## config.mk

```make
export PLATFORM = sky130hd
export DESIGN_NAME = fsled_encoder
export DESIGN_NICKNAME = d
export VERILOG_FILES = /design/src/fsled_pkg.sv /design/src/fsled_encoder.sv
export SDC_FILE = /design/constraint.sdc
export NUM_CORES = 1
export LEC_CHECK = 0
export BUFFER_PORTS_ARGS = -buffer_cell sky130_fd_sc_hd__buf_2
export CELL_PAD_IN_SITES_DETAIL_PLACEMENT = 0
export CELL_PAD_IN_SITES_GLOBAL_PLACEMENT = 1
export CORE_AREA = 2 2 115 117
export CTS_CLUSTER_DIAMETER = 30
export DETAILED_ROUTE_END_ITERATION = 16
export DIE_AREA = 0 0 117 119
export GPL_TIMING_DRIVEN = 0
export HOLD_SLACK_MARGIN = 0.08
export PLACE_DENSITY_LB_ADDON = 0.12
export SYNTH_ARGS = -nofsm -noshare
export SYNTH_HDL_FRONTEND = slang
export SYNTH_SLANG_ARGS = --single-unit
```

## constraint.sdc

```tcl
create_clock -name clk_sys -period 4 [get_ports clk_sys]
set_input_delay 1.2 -clock clk_sys [delete_from_list [all_inputs] [get_ports clk_sys]]
set_output_delay 1.2 -clock clk_sys [all_outputs]
set_load 0.01 [all_outputs]
```

## src/fsled_pkg.sv

```systemverilog
// Package of states, pattern timing and carrier types for the status LED encoder
package fsled_pkg;

	// ----------------------------------------------------------------
	// Pattern timing
	// ----------------------------------------------------------------
	localparam int unsigned CLK_HZ          = 20_000_000;
	localparam int unsigned FLASH_MS        = 200;
	localparam int unsigned RAPID_MS        = 50;
	localparam int unsigned FLASH_CYC       = CLK_HZ / 1000 * FLASH_MS;
	localparam int unsigned RAPID_CYC       = CLK_HZ / 1000 * RAPID_MS;
	localparam int unsigned WARN_MS         = 1000;
	localparam int unsigned WARN_CYC        = CLK_HZ / 1000 * WARN_MS;
	localparam int unsigned TICK_W          = 25; // Must hold the whole warning span
	localparam logic [3:0]  FRAME_SLOTS     = 4'h8;
	localparam logic [3:0]  RAPID_SLOTS     = 4'h8;

	// ----------------------------------------------------------------
	// Safety-over-fieldbus states
	// ----------------------------------------------------------------
	typedef enum logic [2:0] {
		FSLED_SL_NONE,
		FSLED_SL_SETUP,
		FSLED_SL_RESET,
		FSLED_SL_COMM,
		FSLED_SL_DATA
	} fsled_safety_link_t;

	// Network states
	typedef enum logic [2:0] {
		FSLED_NW_NOLINK,
		FSLED_NW_NOCONN,
		FSLED_NW_SETUP,
		FSLED_NW_DHCP,
		FSLED_NW_EXPECT,
		FSLED_NW_RUN
	} fsled_network_t;

	// Safety-profile states
	typedef enum logic [2:0] {
		FSLED_SP_INIT,
		FSLED_SP_PARAM,
		FSLED_SP_NORMAL,
		FSLED_SP_ECOMM,
		FSLED_SP_EAPP,
		FSLED_SP_EADDR,
		FSLED_SP_EWDOG,
		FSLED_SP_ECRC
	} fsled_profile_t;

	// Event severity
	typedef enum logic [1:0] {
		FSLED_EV_NONE,
		FSLED_EV_MSG,
		FSLED_EV_WARN,
		FSLED_EV_FAULT
	} fsled_sev_t;

	// Fault reaction
	typedef enum logic [1:0] {
		FSLED_RX_DISABLE,
		FSLED_RX_QSTOP,
		FSLED_RX_EBRAKE
	} fsled_react_t;

	// ----------------------------------------------------------------
	// Carriers
	// ----------------------------------------------------------------
	typedef struct packed {
		logic link;
		logic packet;
		logic continuous;
	} fsled_port_t;

	typedef struct packed {
		logic safety_link_led;
		logic bus_error_led;
		logic run_led;
		logic safety_profile_led;
		logic service_link_led;
		logic service_act_led;
		logic input_port_link_led;
		logic output_port_link_led;
		logic input_port_act_led;
		logic output_port_act_led;
	} fsled_leds_t;

	typedef struct packed {
		logic power_disable;
		logic stop_active;
		logic ebrake;
		logic fault;
		logic report;
	} fsled_drive_t;

endpackage : fsled_pkg

```

## src/fsled_encoder.sv

```systemverilog
// Status LED encoder for fieldbus, safety and service ports plus event severity handling
`timescale 1ns/1ps
`default_nettype none

module fsled_encoder
	import fsled_pkg::*;
#(
	parameter int unsigned FLASH_CYCLES = FLASH_CYC,
	parameter int unsigned RAPID_CYCLES = RAPID_CYC,
	parameter int unsigned WARN_CYCLES  = WARN_CYC
)(
	input  wire logic                          clk_sys,
	input  wire logic                          rst,
	input  wire fsled_pkg::fsled_safety_link_t safety_link_indicator_param,
	input  wire fsled_pkg::fsled_network_t     network_state_param,
	input  wire fsled_pkg::fsled_profile_t     safety_profile_state_param,
	input  wire fsled_pkg::fsled_port_t        service_port,
	input  wire fsled_pkg::fsled_port_t        fieldbus_port_in,
	input  wire fsled_pkg::fsled_port_t        fieldbus_port_out,
	input  wire fsled_pkg::fsled_sev_t         event_severity,
	input  wire fsled_pkg::fsled_react_t       fault_reaction,
	input  wire logic                          torque_off,
	input  wire logic                          stop_done,
	output var  fsled_pkg::fsled_leds_t        leds,
	output var  fsled_pkg::fsled_drive_t       drive
);
	import fsled_pkg::*;

	// ----------------------------------------------------------------
	// State record
	// ----------------------------------------------------------------
	typedef struct packed {
		logic [TICK_W-1:0] flash_cnt;
		logic [TICK_W-1:0] rapid_cnt;
		logic [3:0]        slot;
		logic [3:0]        rapid_slot;
		logic              burst_phase;
		logic [2:0]        burst_cnt;
		logic              flash_ph;
		logic              rapid_ph;
		logic [TICK_W-1:0] warn_cnt;
		fsled_leds_t       leds;
		fsled_drive_t      drive;
	} fsled_state_t;

	fsled_state_t state_q;
	fsled_state_t state_d;

	// Inputs are stack states on this clock, so no synchronisers are needed.

	// Flash count that interleaves the rapid flashing, zero when none
	function automatic logic [2:0] burst_len(input fsled_profile_t p);
		unique case (p)
			FSLED_SP_ECOMM: burst_len = 3'd1;
			FSLED_SP_EAPP:  burst_len = 3'd2;
			FSLED_SP_EADDR: burst_len = 3'd3;
			FSLED_SP_EWDOG: burst_len = 3'd5;
			FSLED_SP_ECRC:  burst_len = 3'd6;
			default:        burst_len = 3'd0;
		endcase
	endfunction

	// Port activity encoding, used by the service port only
	function automatic logic act_led(input fsled_port_t p, input logic ph);
		act_led = p.link & (p.continuous | (p.packet & ph));
	endfunction

	// ----------------------------------------------------------------
	// Next state
	// ----------------------------------------------------------------
	always_comb
	begin
		logic flash_tick;
		logic rapid_tick;
		logic single;
		logic [2:0] blen;
		logic burst_led;
		logic stopping;
		flash_tick = 1'b0;
		rapid_tick = 1'b0;
		single     = 1'b0;
		blen       = 3'd0;
		burst_led  = 1'b0;
		stopping   = 1'b0;
		state_d    = state_q;

		// Dividers give one-cycle enables; periods are parameters since none are fixed
		flash_tick = (state_q.flash_cnt == TICK_W'(FLASH_CYCLES - 1));
		rapid_tick = (state_q.rapid_cnt == TICK_W'(RAPID_CYCLES - 1));
		state_d.flash_cnt = flash_tick ? '0 : state_q.flash_cnt + 1'b1;
		state_d.rapid_cnt = rapid_tick ? '0 : state_q.rapid_cnt + 1'b1;
		if (flash_tick)
		begin
			state_d.flash_ph = ~state_q.flash_ph;
			state_d.slot     = (state_q.slot == FRAME_SLOTS - 4'h1) ? 4'h0
				: state_q.slot + 4'h1;
		end
		if (rapid_tick)
			state_d.rapid_ph = ~state_q.rapid_ph;
		// Single flash: one lit slot of an eight-slot frame
		single = (state_q.slot == 4'h0);

		// Burst sequencer: a rapid phase, then n slow flashes
		blen = burst_len(safety_profile_state_param);
		if (blen == 3'd0)
		begin
			state_d.burst_phase = 1'b0;
			state_d.burst_cnt   = 3'd0;
			state_d.rapid_slot  = 4'h0;
		end
		else if (!state_q.burst_phase && rapid_tick && state_q.rapid_ph)
		begin
			state_d.rapid_slot = state_q.rapid_slot + 4'h1;
			if (state_q.rapid_slot == RAPID_SLOTS - 4'h1)
			begin
				state_d.burst_phase = 1'b1;
				state_d.burst_cnt   = 3'd0;
				state_d.rapid_slot  = 4'h0;
			end
		end
		else if (state_q.burst_phase && flash_tick && state_q.flash_ph)
		begin
			if (state_q.burst_cnt == blen - 3'd1)
				state_d.burst_phase = 1'b0;
			else
				state_d.burst_cnt = state_q.burst_cnt + 3'd1;
		end
		burst_led = state_q.burst_phase ? state_q.flash_ph : state_q.rapid_ph;

		// Safety-over-fieldbus indicator
		unique case (safety_link_indicator_param)
			FSLED_SL_SETUP: state_d.leds.safety_link_led = single;
			FSLED_SL_RESET: state_d.leds.safety_link_led = state_q.rapid_ph;
			FSLED_SL_COMM:  state_d.leds.safety_link_led = state_q.flash_ph;
			FSLED_SL_DATA:  state_d.leds.safety_link_led = 1'b1;
			default:        state_d.leds.safety_link_led = 1'b0;
		endcase

		// Bus error and run LEDs from the network state
		unique case (network_state_param)
			FSLED_NW_NOLINK:
			begin
				state_d.leds.bus_error_led = 1'b1;
				state_d.leds.run_led       = 1'b0;
			end
			FSLED_NW_NOCONN:
			begin
				state_d.leds.bus_error_led = state_q.rapid_ph;
				state_d.leds.run_led       = 1'b0;
			end
			FSLED_NW_SETUP:
			begin
				state_d.leds.bus_error_led = state_q.rapid_ph;
				state_d.leds.run_led       = single;
			end
			FSLED_NW_DHCP:
			begin
				state_d.leds.bus_error_led = state_q.rapid_ph;
				state_d.leds.run_led       = ~single;
			end
			FSLED_NW_EXPECT:
			begin
				state_d.leds.bus_error_led = state_q.rapid_ph;
				state_d.leds.run_led       = state_q.flash_ph;
			end
			default:
			begin
				state_d.leds.bus_error_led = 1'b0;
				state_d.leds.run_led       = 1'b1;
			end
		endcase

		// Safety-profile LED
		unique case (safety_profile_state_param)
			FSLED_SP_INIT:   state_d.leds.safety_profile_led = 1'b0;
			FSLED_SP_PARAM:  state_d.leds.safety_profile_led = state_q.flash_ph;
			FSLED_SP_NORMAL: state_d.leds.safety_profile_led = 1'b1;
			default:         state_d.leds.safety_profile_led = burst_led;
		endcase

		// Service and fieldbus ports
		state_d.leds.service_act_led  = act_led(service_port, state_q.flash_ph);
		state_d.leds.service_link_led = service_port.link;
		state_d.leds.input_port_link_led = fieldbus_port_in.link
			& (~fieldbus_port_in.packet | state_q.flash_ph);
		state_d.leds.output_port_link_led = fieldbus_port_out.link
			& (~fieldbus_port_out.packet | state_q.flash_ph);
		state_d.leds.input_port_act_led = fieldbus_port_in.link
			& fieldbus_port_in.packet & state_q.flash_ph;
		state_d.leds.output_port_act_led = fieldbus_port_out.link
			& fieldbus_port_out.packet & state_q.flash_ph;

		// Severity: warning timer escalates to fault; messages only report
		state_d.drive.report = (event_severity != FSLED_EV_NONE);
		if (event_severity == FSLED_EV_WARN)
		begin
			if (state_q.warn_cnt != TICK_W'(WARN_CYCLES - 1))
				state_d.warn_cnt = state_q.warn_cnt + 1'b1;
		end
		else
			state_d.warn_cnt = '0;

		// Faults latch until the severity input drops back
		if (event_severity == FSLED_EV_FAULT
			|| (event_severity == FSLED_EV_WARN
			&& state_q.warn_cnt == TICK_W'(WARN_CYCLES - 1)))
			state_d.drive.fault = 1'b1;
		else if (event_severity == FSLED_EV_NONE)
			state_d.drive.fault = 1'b0;

		// Fault reaction: new fault picks disable or a stop ramp
		stopping = state_q.drive.stop_active;
		if (state_d.drive.fault && !state_q.drive.fault)
		begin
			if (stopping || torque_off)
			begin
				// A stop cannot be trusted once hit again; drop the power unit
				state_d.drive.stop_active   = 1'b0;
				state_d.drive.ebrake        = 1'b0;
				state_d.drive.power_disable = 1'b1;
			end
			else if (fault_reaction == FSLED_RX_DISABLE)
				state_d.drive.power_disable = 1'b1;
			else
			begin
				state_d.drive.stop_active = 1'b1;
				state_d.drive.ebrake      = (fault_reaction == FSLED_RX_EBRAKE);
			end
		end
		else if (stopping && (torque_off || stop_done))
		begin
			state_d.drive.stop_active   = 1'b0;
			state_d.drive.ebrake        = 1'b0;
			state_d.drive.power_disable = 1'b1;
		end
		else if (!state_d.drive.fault)
			state_d.drive.power_disable = 1'b0;
	end

	// ----------------------------------------------------------------
	// Register
	// ----------------------------------------------------------------
	always_ff @(posedge clk_sys or posedge rst)
	begin
		if (rst)
			state_q <= '0;
		else
			state_q <= state_d;
	end

	assign leds  = state_q.leds;
	assign drive = state_q.drive;
endmodule // fsled_encoder

`default_nettype wire

```

* Word level (Yosys, flattened, before mapping)
Index checks and enable logic that the tools add are counted.
** Word-level totals
- Bits in registers :: 104
** Operators by class
- Add/subtract/negate cells :: 7
- Eq/ne operators :: 31
- Multiplexer cells :: 26
- Bitwise operators :: 16
- Reductions and logical operators :: 27
** Operators with widths (count)
- $mux 25 :: 4
- $add 25x1->25 const B :: 3
- $eq 25x20->1 const B :: 1
- $eq 25x22->1 const B :: 1
- $eq 25x25->1 const B :: 1
- $ne 25x25->1 const B :: 1
- $eq 3x2->1 const B :: 6
- $eq 3x3->1 const B :: 6
- $mux 4 :: 4
- $mux 8 :: 2
- $pmux 3 s5 :: 1
- $pmux 2 s5 :: 1
- $eq 3x1->1 const B :: 3
- $logic_not 3->1 :: 3
- $mux 3 :: 3
- $add 4x1->4 const B :: 2
- $and 1x1->1 :: 8
- $eq 4x3->1 const B :: 2
- $logic_and 1x1->1 :: 7
- $mux 1 :: 7
- $eq 2x2->1 const B :: 3
- $ne 3x1->1 const B :: 2
- $ne 3x3->1 const B :: 2
- $reduce_and 3->1 :: 2
- 17 further kinds :: 32

* Longest topological paths before layout
- Depth in word-level cells :: 8
- Mapped depth :: 7

* Worst setup path before layout
Ideal clock, no wire load.
- Path type :: in2reg
- Start :: input port safety_profile_state_param[1]
- End :: register state_q[44] (netlist bit)
- Setup time :: 0.125 ns
- Arrival :: 2.606 ns
- Data required time :: 3.875 ns
- Slack :: 1.269 ns
- Stages :: 7
- Path buffers :: 1
- Cell sequence :: clkbuf_1 -> a21oi_1 -> ha_1 -> xnor2_1 -> a211o_1 -> nand4_1 -> mux2_2
** On the way
- Cells in the longest elaborated chain, start to end :: 6
** Ends and longest elaborated chain
- start: declaration :: line fsled_encoder.sv:16 : input wire fsled_pkg::fsled_profile_t safety_profile_state_param,
- $eq 3x3->1 or $eq 3x2->1 (tied branches) :: line fsled_encoder.sv:53 : unique case (p)
- $pmux 3 s5 (*) :: line fsled_encoder.sv:53
- $sub 3x1->3 :: line fsled_encoder.sv:123 : if (state_q.burst_cnt == blen - 3'd1)
- $eq 3x3->1 :: line fsled_encoder.sv:123
- $ne 3x3->1 (no line)
- $reduce_and 3->1 (no line)
- end signal: assignment :: line fsled_encoder.sv:248 : state_q <= state_d;
- end: declaration :: line fsled_encoder.sv:46 : fsled_state_t state_q;
Mark *: on every way between the ends. The rest lies on a longest branch, timed or not.
A chain may end at the register's enable or synchronous reset.

* Final worst setup path
Ends and elaborated chain as after synthesis.

==> flow_summary_export.csv <==
group,metric,value,unit
clock_network,ctsResizeCount,0,
synth,netlist.area_leader.share,0.485,
synth,post_synth_most_frequent_cells,"dfrtp_1, nor2_1, nand2_1",
floorplan,die_x,117,um
floorplan,ioPinCount,41,
synth,synthAdderAreaFrac,0.0186,
timing,slew_violations,0,
floorplan,start_util,0.417,
timing,fmax,396,MHz
final_layout,antennaDiodeCount,0,
clock_network,clk_pin_slew,0.06,ns
synth,syn_inst,538,
timing,finalCritPeriodShare,0.631,
drt,dr.pass1.iters,4,
worst_setup_path,cp-start-kind,"input port",
worst_setup_path,critical_path_class,"input port to register",
grt,use_met2,0.283,
run_status,run_status,"finished clean",
synth,ys_types,55,
final_layout,areaGrowthSynthToFinish,13.6,%
worst_setup_path,crit_path_end_kind,"register",
floorplan,rows,42,
place,placed_area,5790,um^2
timing,finalHoldViolCount,0,
hold_path,holdCritPathClass,"register to register",
place,io_buffers,35,
clock_network,cts_tree,"yes",
place,hpwlAfterDp,8070,um
synth,synth_simple_gate_area_share,0.252,
synth,synth_edf_count,0,
grt,grt-busiest-layer,"met2",
synth,ys.flop_type,"dfrtp_1",
synth,ys_seq_area_frac,0.485,
hold_path,holdPathStages,1,
power_and_ir_drop,power_density,343,nW/um^2
timing,skew,0.00537,ns
drt,viasPerCell,5.20,
grt,grt_pass1_vias,3951,
synth,synthXorXnorAreaFrac,0.0995,
synth,ys_ff_latch,104,
worst_setup_path,crit_required,4.23,ns
synth,synth.most_common_cell,"dfrtp_1",
grt,antenna_found_initial,0,
power_and_ir_drop,p_leak,2.72,nW
timing,finalSetupViolCount,0,
synth,synth_nets,572,
final_layout,postLayoutCellArea,6100,um^2
synth,synth_top_family_by_area,"simple AND/OR/NAND/NOR gates",
clock_network,cts_max_level,3,
clock_network,clkSinkCount,104,
synth,synth.area.top_cells,"dfrtp_1, xnor2_1, xor2_1",
worst_setup_path,critPathSlowestCell,"mux2_2",
worst_setup_path,worst-path-max-fanout,9,
timing,whs,0.451,ns
synth,synth_compound_area_frac,0.0867,
clock_network,cts.path.max_buffers,2,
synth,yosysTopAreaCell,"dfrtp_1",
floorplan,core_area,12900,um^2
place,gp_congestion,0.798,
floorplan,fp.dieArea,13900,um^2
timing,tightestPinTransition,0.797,ns
timing,layout_min_cycle_time,2.52,ns
grt,grt_pass1_wl,19500,um
hold_path,min-delay-start,"state_q[79]",
power_and_ir_drop,p_total,0.00209,W
synth,syn_area,5370,um^2
timing,rsz0062_at_grt,"no",
final_layout,fin_util,0.474,
clock_network,holdBufCountCts,0,
worst_setup_path,worst_ep_arrival_time,2.75,ns
run,maxCapViolCount,0,
clock_network,clk_latency,0.35,ns
timing,maxSlewHeadroom,0.464,
clock_network,cts_setup_buffers,0,
worst_setup_path,slowest_delay,0.33,ns
drt,drt_iter0_drc,182,
final_layout,final_net_count,619,
grt,track_usage,0.178,
synth,synthMuxAreaShare,0.0133,
power_and_ir_drop,ir_drop,264,uV
drt,avgRoutedWirePerCell,14.8,um
drt,detail-route-antenna-nets,0,
grt,globalRoute.totalOverflow,0,
worst_setup_path,crit_chain,"clkbuf_1 -> a21oi_1 -> ha_1 -> xnor2_1 -> a211o_1 -> nand4_1 -> mux2_2",
worst_setup_path,r2r_cells,5,
final_layout,drive_above_1_share,0.138,
clock_network,cts-root-buf,"clkbuf_16",
synth,yosysWarnings,0,
drt,num_vias,3976,
grt,met1_usage,0.241,
synth,synthArstFlopShare,1.00,
drt,drc,0,
floorplan,die_y,119,um
grt,grtUsageMet3,0.0478,
drt,wl,11300,um
synth,avgSynthCellArea,9.98,um^2
worst_setup_path,startpoint,"safety_profile_state_param[1]",
grt,grt_max_degree,57,
clock_network,numCtsBuffers,9,
worst_setup_path,worstReg2RegStart,"state_q[89]",
-- power by group --
part | leakage [nW] | switching [W] | internal (W)
Sequential | 1.41 | 0.00000596 | 0.00106
Combinational | 1.17 | 0.0000603 | 0.0000433
Clock | 0.143 | 0.000376 | 0.000546
Total | 2.72 | 0.000442 | 0.00165
-- logic make-up after synthesis --
| logic type | after synthesis |
|---|---|
| AO/OA/AOI/OAI | 72 |
| XOR/XNOR | 61 |
| adder cells (fa/ha/maj) | 8 |
| buffers and inverters | 46 |
| flip-flops | 104 |
| multiplexers | 7 |
| AND/OR/NAND/NOR | 240 |
-- final timing paths --
kind                                     to  slack [ns]
worst max-delay path            state_q[44]        1.48
worst min register to register  state_q[79]        0.45
worst min-delay path            state_q[79]        0.45
min in group asynchronous           leds[4]        0.96
worst max register to register  state_q[42]        1.71
max in group asynchronous       state_q[91]        2.35
-- cell type report --
type / instances / area [um^2]
repair buffers: 36 / 203
inverters: 15 / 58.8
plain buffers: 31 / 184
fillers: 1234 / 6780
clock inverters: 3 / 67.6
flip-flops and latches: 104 / 2600
clock buffers: 12 / 236
well taps: 176 / 220
multi-input cells: 388 / 2520
-- layer usage --
metal	vias to the layer above	part of all wire
li1	1999	-
met1	1926	0.48
met2	43	0.48
met3	8	0.029
met4	0	0.011
met5	-	0
-- placed cells by master (no fill, tap or decap), types with 7 or more instances in the layout --
cell type	count
or3_1	10
buf_2	41
ha_1	8
and3_1	17
or4_1	8
nand2_1	38
nand3_1	32
inv_1	14
buf_4	16
xnor2_1	37
and2_1	8
dfrtp_1	104
nor4_1	8
nor2_1	51
a211oi_1	7
a21oi_1	21
nand4_1	16
o21ai_0	19
clkbuf_1	12
and4_1	11
clkbuf_16	9
xor2_1	24
-- sequential cells by signal, indices dropped and copies added, names as in the netlist --
register / cells
leds: 10
state_q: 89
drive: 5
-- worst max-delay path, delay by kind of cell --
kind,cells,cell delay [ns]
AOI/OAI and AO/OA,2,0.41
muxes,1,0.33
adders and majority gates,1,0.31
buffers and inverters,1,0.26
xor gates and xnor gates,1,0.13
and+or+nand+nor,1,0.12
-- through the flow --
stage                     setup WS [ns]  TNS, ns  cells
final                              1.48        0    765
after global routing               1.39        0    765
after CTS                          1.49        0    765
after detailed placement           1.11        0    750
after global placement            -1.27  -131.36    749
after floorplan                  0.0678        0    538
(Power assumes the default switching activity.)
